**src/rtl/port_adc_defines.svh**
```systemverilog
/*
 Register addresses, field positions, reset values and timing counts for the
 port converter readout block. Assumes a 40 MHz device clock.
*/
// Function
// - Report averaged run current/voltage while powered
// - Twelve-bit result with offset correction applied
// - Window lasts exactly 8192 device clocks
// - Result bits 7..0 in register 011
// - Bits 11..8 plus status in register 100
// - Counter spans 4096 counts, twelve bits
// - Live count while running, hold when done
// - D7 reads 1 while integrator below zero
// - D6 reads 1 after overflow detected
// - Register 101 returns hardwired revision, part code
// - D5 select: 0 currents, 1 voltages
// - Enable mode 10 samples current even when unpowered
`ifndef PORT_ADC_DEFINES_SVH
`define PORT_ADC_DEFINES_SVH

`define ADC_ADDR_W          3
`define ADC_ADDR_LOW        3'h3
`define ADC_ADDR_HIGH       3'h4
`define ADC_ADDR_ID         3'h5

`define ADC_RES_W           12
`define ADC_FULL_SCALE      13'h1000
`define ADC_WIN_CYCLES      8192
`define ADC_WIN_W           13
`define ADC_WIN_LAST        13'h1fff

`define ADC_MODE_SAMPLE     2'h2

`define ADC_HI_ZERO_BIT     7
`define ADC_HI_OVF_BIT      6

// Identification values are arbitrary
`define ADC_REV_CODE        3'h1
`define ADC_PART_CODE       5'h0b

`define ADC_ZERO_RES        12'h000
`define ADC_ZERO_WIN        13'h0000
`define ADC_ZERO_BYTE       8'h00

`endif

```
**src/rtl/port_adc_pkg.sv**
```systemverilog
/*
 Types for the port converter readout block.
 Assumes port_adc_defines.svh is on the include path.
*/
package port_adc_pkg;
  `include "port_adc_defines.svh"

  // Read request from the serial interface core
  typedef struct packed {
    logic                   rd_en;
    logic [`ADC_ADDR_W-1:0] addr;
  } reg_req_t;

  // Per-port control seen by the converter
  typedef struct packed {
    logic       powered;
    logic       volt_sel;
    logic [1:0] enable_mode;
  } port_ctrl_t;

  typedef enum logic [1:0] {
    IDLE,
    INTEGRATE,
    HOLD
  } conv_state_t;
endpackage

```
**src/rtl/port_adc_readout.sv**
```systemverilog
/*
 Readout side of a slope converter: counts comparator pulses over an averaging
 window, corrects offset, and serves the result and ID registers to the serial
 interface core. Assumes the comparator and integrator-zero inputs are
 asynchronous to clk; request and control inputs come from clk logic.
*/
`timescale 1ns/1ps
`include "port_adc_defines.svh"

module port_adc_readout (
  // Clock and reset
  input  wire logic                   clk,
  input  wire logic                   rst_n,
  // Port control
  input  wire port_adc_pkg::port_ctrl_t ctrl,
  input  wire logic [`ADC_RES_W-1:0]  offset_corr,
  // Analogue front end
  input  wire logic                   slope_pulse,
  input  wire logic                   integrator_cap_node,
  // Register read port and busy flag
  input  wire port_adc_pkg::reg_req_t req,
  output logic [7:0]                  rd_data,
  output logic                        conv_busy
);
  import port_adc_pkg::*;

  // ****************************************
  // Input synchronisers
  // ****************************************
  logic [1:0] pulse_sync_reg;
  logic [1:0] zero_sync_reg;

  always_ff @(posedge clk) begin
    if (!rst_n) begin
      pulse_sync_reg <= 2'h0;
      zero_sync_reg  <= 2'h0;
    end else begin
      pulse_sync_reg <= {pulse_sync_reg[0], slope_pulse};
      zero_sync_reg  <= {zero_sync_reg[0], integrator_cap_node};
    end
  end

  wire pulse_s = pulse_sync_reg[1];
  wire below_s = zero_sync_reg[1];

  // ****************************************
  // Conversion control
  // ****************************************
  conv_state_t                state_reg;
  conv_state_t                state_next;
  logic [`ADC_WIN_W-1:0]      win_reg;
  logic [`ADC_RES_W-1:0]      count_reg;
  logic                       ovf_reg;
  logic                       sel_reg;
  logic [`ADC_RES_W-1:0]      result_reg;
  logic                       integrator_below_zero_flag;
  logic                       conversion_overflow_flag;

  wire start_ok  = ctrl.powered || (ctrl.enable_mode == `ADC_MODE_SAMPLE);
  wire sel_chg   = ctrl.volt_sel != sel_reg;
  wire win_end   = win_reg == `ADC_WIN_LAST;
  wire cnt_full  = count_reg == {`ADC_RES_W{1'b1}};

  // Subtract offset, clamping at zero
  function automatic logic [`ADC_RES_W-1:0] corr(input logic [`ADC_RES_W-1:0] v,
                                                 input logic [`ADC_RES_W-1:0] o);
    corr = (v > o) ? v - o : `ADC_ZERO_RES;
  endfunction

  always_comb begin
    state_next = state_reg;
    case (state_reg)
      IDLE:      if (start_ok) state_next = INTEGRATE;
      INTEGRATE: begin
        if (!start_ok || sel_chg) state_next = IDLE;
        else if (win_end)         state_next = HOLD;
      end
      HOLD:      state_next = start_ok ? INTEGRATE : IDLE;
      default:   state_next = IDLE;
    endcase
  end

  always_ff @(posedge clk) begin
    if (!rst_n) win_reg <= `ADC_ZERO_WIN;
    else if (state_reg == INTEGRATE) win_reg <= win_reg + 1'b1;
    else win_reg <= `ADC_ZERO_WIN;
  end

  always_ff @(posedge clk) begin
    if (!rst_n) begin
      count_reg <= `ADC_ZERO_RES;
      ovf_reg   <= 1'b0;
    end else if (state_reg != INTEGRATE) begin
      count_reg <= `ADC_ZERO_RES;
      ovf_reg   <= (state_reg == HOLD) ? 1'b0 : ovf_reg;
    end else if (pulse_s) begin
      count_reg <= cnt_full ? count_reg : count_reg + 1'b1;
      ovf_reg   <= ovf_reg | cnt_full;
    end
  end

  // Live value while running, held after
  always_ff @(posedge clk) begin
    if (!rst_n) begin
      state_reg  <= IDLE;
      sel_reg    <= 1'b0;
      result_reg <= `ADC_ZERO_RES;
      conversion_overflow_flag <= 1'b0;
    end else begin
      state_reg <= state_next;
      sel_reg   <= ctrl.volt_sel;
      if (state_reg == INTEGRATE) result_reg <= corr(count_reg, offset_corr);
      if (state_reg == INTEGRATE && win_end) conversion_overflow_flag <= ovf_reg;
    end
  end

  assign integrator_below_zero_flag = below_s;
  assign conv_busy = state_reg == INTEGRATE;

  // ****************************************
  // Register read
  // ****************************************
  // Low result byte
  wire [7:0] low_byte  = result_reg[7:0];
  wire [7:0] high_byte = {integrator_below_zero_flag, conversion_overflow_flag, 2'b00,
                          result_reg[`ADC_RES_W-1:8]};
  wire [7:0] id_byte   = {`ADC_REV_CODE, `ADC_PART_CODE};
  wire [7:0] sel_byte  = (req.addr == `ADC_ADDR_LOW)  ? low_byte  :
                         (req.addr == `ADC_ADDR_HIGH) ? high_byte :
                         (req.addr == `ADC_ADDR_ID)   ? id_byte   : `ADC_ZERO_BYTE;

  always_ff @(posedge clk) begin
    if (!rst_n) rd_data <= `ADC_ZERO_BYTE;
    else if (req.rd_en) rd_data <= sel_byte;
  end

  // ****************************************
  // Assertions
  // ****************************************
  logic [`ADC_WIN_W:0] run_cnt;
  always_ff @(posedge clk) begin
    if (!rst_n || state_reg != INTEGRATE) run_cnt <= '0;
    else run_cnt <= run_cnt + 1'b1;
  end

  AST_WINDOW_LEN: assert property (@(posedge clk) disable iff (!rst_n)
    (state_reg == INTEGRATE && state_next == HOLD) |-> run_cnt == (`ADC_FULL_SCALE * 2) - 1)
    else $error("window length wrong");
  AST_HOLD_STABLE: assert property (@(posedge clk) disable iff (!rst_n)
    state_reg != INTEGRATE |=> $stable(result_reg))
    else $error("result changed while held");
  AST_LIVE_TRACK: assert property (@(posedge clk) disable iff (!rst_n)
    state_reg == INTEGRATE |=> result_reg == corr($past(count_reg), $past(offset_corr)))
    else $error("live result not tracking");
  AST_RESERVED_ZERO: assert property (@(posedge clk) disable iff (!rst_n)
    ($past(req.rd_en) && $past(req.addr) == `ADC_ADDR_HIGH) |-> rd_data[5:4] == 2'b00)
    else $error("test bits not zero");
  AST_ID_READ: assert property (@(posedge clk) disable iff (!rst_n)
    (req.rd_en && req.addr == `ADC_ADDR_ID) |=> rd_data == {`ADC_REV_CODE, `ADC_PART_CODE})
    else $error("id mismatch");
  AST_LOW_READ: assert property (@(posedge clk) disable iff (!rst_n)
    (req.rd_en && req.addr == `ADC_ADDR_LOW) |=> rd_data == $past(result_reg[7:0]))
    else $error("low byte mismatch");
  AST_HIGH_READ: assert property (@(posedge clk) disable iff (!rst_n)
    (req.rd_en && req.addr == `ADC_ADDR_HIGH) |=> rd_data[3:0] == $past(result_reg[11:8]))
    else $error("high nibble mismatch");
  AST_ZERO_FLAG: assert property (@(posedge clk) disable iff (!rst_n)
    integrator_cap_node ##1 integrator_cap_node ##1 integrator_cap_node
      |-> integrator_below_zero_flag)
    else $error("zero flag not set");
  AST_START: assert property (@(posedge clk) disable iff (!rst_n)
    (state_reg == IDLE && ctrl.enable_mode == `ADC_MODE_SAMPLE) |=> state_reg == INTEGRATE)
    else $error("sample mode did not start");
  AST_COUNT_SAT: assert property (@(posedge clk) disable iff (!rst_n)
    (state_reg == INTEGRATE && cnt_full && pulse_s) |=> ovf_reg)
    else $error("overflow missed");
  AST_SEL_RESTART: assert property (@(posedge clk) disable iff (!rst_n)
    (state_reg == INTEGRATE && sel_chg) |=> state_reg == IDLE)
    else $error("select change ignored");

  COV_DONE: cover property (@(posedge clk) state_reg == HOLD);
  COV_OVF:  cover property (@(posedge clk) conversion_overflow_flag);
  COV_VOLT: cover property (@(posedge clk) conv_busy && ctrl.volt_sel);
endmodule

```
**config.mk**
```make
export PLATFORM = sky130hd
export DESIGN_NAME = port_adc_readout
export DESIGN_NICKNAME = d
export VERILOG_FILES = /design/src/rtl/port_adc_pkg.sv /design/src/rtl/port_adc_readout.sv
export VERILOG_INCLUDE_DIRS = /design/src /design/src/rtl
export SDC_FILE = /design/constraint.sdc
export NUM_CORES = 1
export LEC_CHECK = 0
export ABC_AREA = 0
export BUFFER_PORTS_ARGS = -buffer_cell sky130_fd_sc_hd__buf_2
export CAP_MARGIN = 20
export CORE_AREA = 2 2 84 70
export CTS_CLUSTER_DIAMETER = 80
export DETAILED_ROUTE_END_ITERATION = 10
export DIE_AREA = 0 0 86 72
export PLACE_DENSITY_LB_ADDON = 0.1
export SLEW_MARGIN = 0
export SYNTH_ARGS = -nofsm -noshare
export SYNTH_HDL_FRONTEND = slang
export SYNTH_SLANG_ARGS = --single-unit
export TNS_END_PERCENT = 50
```
**constraint.sdc**
```tcl
create_clock -name clk -period 6.15 [get_ports clk]
set_input_delay 0.9225 -clock clk [delete_from_list [all_inputs] [get_ports clk]]
set_output_delay 0.9225 -clock clk [all_outputs]
set_load 0.03 [all_outputs]
```
==> Word-level counts from Yosys, hierarchy flattened <==
Cells that the tools add are included.
{ "classes": {"magnitude_cmp": 1, "reduce_logical": 11, "eq_ne": 13, "muxes": 12, "bitwise_logic": 3, "n_addsub": 3} }
{ "op_table": {"columns": ["cell", "n"], "rows": [
  ["two-way mux 8 bit", 2],
  ["adder 13 x 1 -> 13 bit, second input constant", 1],
  ["equality test 13 bit, second input constant", 1],
  ["adder 12 x 1 -> 12 bit, second input constant", 1],
  ["equality test 12 bit, second input constant", 1],
  ["greater-than comparator 12 bit", 1],
  ["two-way mux 12 bit", 1],
  ["subtractor 12 bit", 1],
  ["AND reduction 2 bit", 4],
  ["equality test 3 bit, second input constant", 2],
  ["two-way mux 2 bit", 3],
  ["two-way mux 6 bit", 1],
  ["case mux 2 bit (3 select lines)", 1],
  ["equality test 2 bit, second input constant", 2],
  ["two-way mux 1 bit", 4],
  ["!= test 2 x 1 -> 1 bit, second input constant", 2],
  ["equality test 3 x 2 -> 1 bit, second input constant", 1],
  ["!= test 3 x 1 -> 1 bit, second input constant", 1],
  ["equality test 2 x 1 -> 1 bit, second input constant", 1],
  ["logical NOT 2 bit", 1],
  ["logical OR 1 bit", 2],
  ["!= test 2 bit, second input constant", 1],
  ["inverter 1 bit", 2],
  ["nonzero test 2 bit", 1],
  ["5 further kinds", 5]
]} }
{ "totals": {"output_inout_bits": 9, "wordCells": 53, "in_bits": 24, "ff_bits": 54} }

==> Depth between registers and ports, before layout <==
{ "depth": {"ltp_word": 6, "ltp_mapped": 10, "mapped_depth_nobuf": 9} }

==> Worst setup path before layout <==
No wires, ideal clock.
{ "synth_timing": {"path_type": "input to register", "start": "in offset_corr[0]", "end": "reg result_reg[11]", "t_required_ps": 6033, "path_buffers": 1, "arrival_time_ps": 2527, "setup_ps": 117, "cell_stages": 9, "slack_ps": 3505, "cell_sequence": "ha_1 > inv_1 > fa_1 > a211oi_2 > o21ai_4 > a21oi_2 > a2111oi_4 > buf_6 > a32o_1"} }
{ "synth_via": {"elab_chain_len": 2, "word_cells_on_any_way": 3} }
{ "synth_lines": {"columns": ["element", "line_no", "text"], "rows": [
  ["start, declared", "port_adc_readout.sv:16", "input wire logic [`ADC_RES_W-1:0] offset_corr,"],
  ["subtractor 12 bit or greater-than comparator 12 bit (tied branches)", "port_adc_readout.sv:67", "corr = (v > o) ? v - o : `ADC_ZERO_RES;"],
  ["two-way mux 12 bit (no source line) (*)", null, null],
  ["end signal, assigned", "port_adc_readout.sv:107", "result_reg <= `ADC_ZERO_RES;"],
  ["end signal, assigned", "port_adc_readout.sv:112", "if (state_reg == INTEGRATE) result_reg <= corr(count_reg, offset_corr);"],
  ["end, declared", "port_adc_readout.sv:55", "logic [`ADC_RES_W-1:0] result_reg;"]
]} }
Mark *: on every way between the ends. The rest lies on a longest branch, timed or not.
A chain may end at the register's enable or synchronous reset.

==> Worst setup path in the final report <==
{ "layout_timing": {"start": "in offset_corr[8]", "end": "reg result_reg[10]"} }
The elaborated chain is that of the path after synthesis.

==> metrics.cfg <==
[run_status]
status = finished, final reports clean

[route]
routed_wire_length_per_instance_um = 14.2
drcViolationCount = 0
drtIter0Drc = 126
ant_nets = 0
vias = 2346
drtPass1Iterations = 4
vias_per_cell = 5.65
drt_wl_total_mm = 5.91

[power_and_ir_drop]
switching_power_of_the_nets_w = 0.000164
cellPowerDensity_nw_per_um2 = 215
switching_share = 0.242
internal-power_w = 0.000512
power.ir.vdd_worst_uv = 99.1
clockPowerShare = 0.382
share_comb_of_total_power = 0.089
post-layout-total-power_w = 0.000675
p_leak_nw = 1.29
p_seq_frac = 0.529

[finish]
finish.utilization = 0.592
num-fill-cells = 497
drive_gt1_frac = 0.149
register_area_um2 = 1080
antennaDiodeCount = 0
synthToLayoutAreaGrowth_pct = 11.6
nets = 388
multi_input_comb_area_um2 = 1610
largest_register_ff_count = 13

[logic_synthesis]
synthArstFlopShare = 0
synthesis.nets = 357
syn_avg_cell_area_um2 = 8.86
synth-adder-area-share = 0.0693
netlist_top_cells_count = sky130_fd_sc_hd__dfxtp_1, sky130_fd_sc_hd__nor2_1, sky130_fd_sc_hd__inv_1
synth-seq-cells = 54
synthCells = 318
yosys_warnings = 0
ys_dominant_reg_cell = sky130_fd_sc_hd__dfxtp_1
synth-compound-area-share = 0.237
muxShareOfSynthArea = 0.00710
syn_area_um2 = 2820
synth_top_cells_by_area = sky130_fd_sc_hd__dfxtp_1, sky130_fd_sc_hd__ha_1, sky130_fd_sc_hd__xor2_1
synth.top_cell.area_share = 0.384
synth_most_common_cell = sky130_fd_sc_hd__dfxtp_1
netlist.top_cell.by_area = sky130_fd_sc_hd__dfxtp_1
synth_top_family_by_area = compound AO/OA/AOI/OAI gates
ys_types = 59
number_of_enable_flip_flop_cells_after_synthesis = 0
seq_area_frac_synth = 0.384
share_of_synthesized_cell_area_in_and_or_nand_and_nor_gates = 0.191
yosys.area_share.xor_xnor = 0.0684

[cts]
post_cts_buffers = 0
cts_resized = 0
clock_tree.htree_level_count = 2
ctsHoldBuffers = 0
worst_skew_pair_latency_ns = 0.31
cts-buffers-inserted = 5
clkTransAtPathRegs_ns = 0.10
tritoncts = done
cts-root-to-sink-buffers = 2
root_buffer = sky130_fd_sc_hd__clkbuf_8
cts_sinks = 54

[sta]
layout_min_cycle_time_ns = 2.57
fin_worst_skew_ns = 0.00807
hold_viol = 0
grt_setup_unrepaired = no
final.setup.tns_ns = 0
timing.final.crit_share = 0.419
timing.final.max_slew_violations = 0
max_freq_mhz = 388
setup_violations = 0
relSlewSlack = 0.502
worstMarginPinSlew_ns = 0.745

[global_route]
pin_count_of_the_biggest_net_entering_global_routing = 27
wire_length_of_the_first_global_routing_pass_mm = 9.79
antenna_violations_before_repair = 0
grt.overflow.total = 0
grt_use_total = 0.198
grt_pass1_vias = 2050

[setup_path]
path_class = in2reg
setup.worst_path.end_class = register
cp.required_ns = 6.41
crit_chain = buf_2 > inv_1 > ha_1 > and3_4 > o2111a_2 > a21oi_2 > a2111oi_4 > a32o_1
timing.critical_path.slowest_stage_cell = sky130_fd_sc_hd__a2111oi_4
worst_path_dominant_cell_family = compound AO/OA/AOI/OAI gates
buffer_and_inverter_count_on_the_worst_path = 2
critPathArrivalTime_ns = 2.83
worstSetupStartpointType = primary input
r2r_slack_ns = 3.84
crit_fanout = 12
biggest_cell_delay_along_the_critical_path_ns = 0.64

[place]
hpwlAfterDp_mm = 4.39
port_buffers = 32
gpl.final_weighted_congestion = 0.848

[die]
fp.dieArea_um2 = 6190
boundaryPins = 33
core_region_area_um2 = 5320
rows = 24
initial_utilization = 0.530
die_width_um = 86
die_h_um = 72

[run]
drv.max_cap_violation_count = 0

[worst_hold_path]
timing.hold.worst.class = reg2reg

==> power groups by stage <==
stage | sequential (W) | combinational (W) | clock [W]
6_report | 0.000357 | 0.0000603 | 0.000258
5_1_grt | 0.000358 | 0.0000669 | 0.000276
4_1_cts | 0.000357 | 0.0000607 | 0.000263
3_5_place_dp | 0.000365 | 0.0000605 | 0
3_3_place_gp | 0.000365 | 0.0000599 | 0
2_1_floorplan | 0.000369 | 0.0000367 | 0
==> cell families (layout without fill, tap and decap cells) <==
kind of cell / after synthesis / count (layout)
adders and majority gates: 15 / 15
DFF: 54 / 54
xor gates and xnor gates: 22 / 22
and+or+nand+nor: 105 / 105
AOI/OAI and AO/OA: 90 / 90
buffers and inverters: 30 / 62
muxes: 2 / 2
==> layout make-up <==
class / count / share of cell area
Multi-Input combinational cell: 234 / 0.513
Sequential cell: 54 / 0.344
Timing Repair Buffer: 33 / 0.0533
Clock buffer: 6 / 0.0263
Tap cell: 65 / 0.0259
Inverter: 21 / 0.0251
Clock inverter: 2 / 0.0123
==> stage by stage <==
step	hold WS [ns]	cells	cell area [um2]	setup WS, ns
after CTS	0.453	415	3140	3.59
after global routing	0.463	415	3140	3.44
final	0.445	415	3140	3.58
after floorplan	0.412	318	2820	3.51
after global placement	0.426	407	3020	3.31
after detailed placement	0.425	407	3020	3.27
==> path summary, 6_finish.rpt <==
check | start | end | depth (start not counted)
max | offset_corr[8] | result_reg[10]$_SDFFE_PN0P_ | 8
min | zero_sync_reg[0]$_SDFF_PN0_ | zero_sync_reg[1]$_SDFF_PN0_ | 1
max reg2reg | count_reg[0]$_SDFFE_PN0P_ | result_reg[10]$_SDFFE_PN0P_ | 9
min reg2reg | zero_sync_reg[0]$_SDFF_PN0_ | zero_sync_reg[1]$_SDFF_PN0_ | 1
==> metal layers <==
metal	GRT usage	routed length, um
met3	0.0410	288
met2	0.279	2440
met4	0.0705	60
met1	0.297	3120
met5	0	0
==> cell usage in the layout (no fill, tap or decap), types with 6 or more instances in the layout <==
master | synthesis | final
sky130_fd_sc_hd__nand3_1 | 11 | 11
sky130_fd_sc_hd__xor2_1 | 14 | 14
sky130_fd_sc_hd__o21ai_0 | 14 | 14
sky130_fd_sc_hd__a21oi_1 | 18 | 18
sky130_fd_sc_hd__ha_1 | 14 | 14
sky130_fd_sc_hd__inv_1 | 20 | 20
sky130_fd_sc_hd__and2_1 | 6 | 6
sky130_fd_sc_hd__and3_1 | 9 | 9
sky130_fd_sc_hd__xnor2_1 | 8 | 8
sky130_fd_sc_hd__clkbuf_8 | 0 | 6
sky130_fd_sc_hd__a22o_1 | 9 | 9
sky130_fd_sc_hd__dfxtp_1 | 54 | 54
sky130_fd_sc_hd__nor2_1 | 32 | 32
sky130_fd_sc_hd__buf_2 | 2 | 32
sky130_fd_sc_hd__nand2_1 | 17 | 17
No activity file was read; power rests on OpenSTA's default activity.
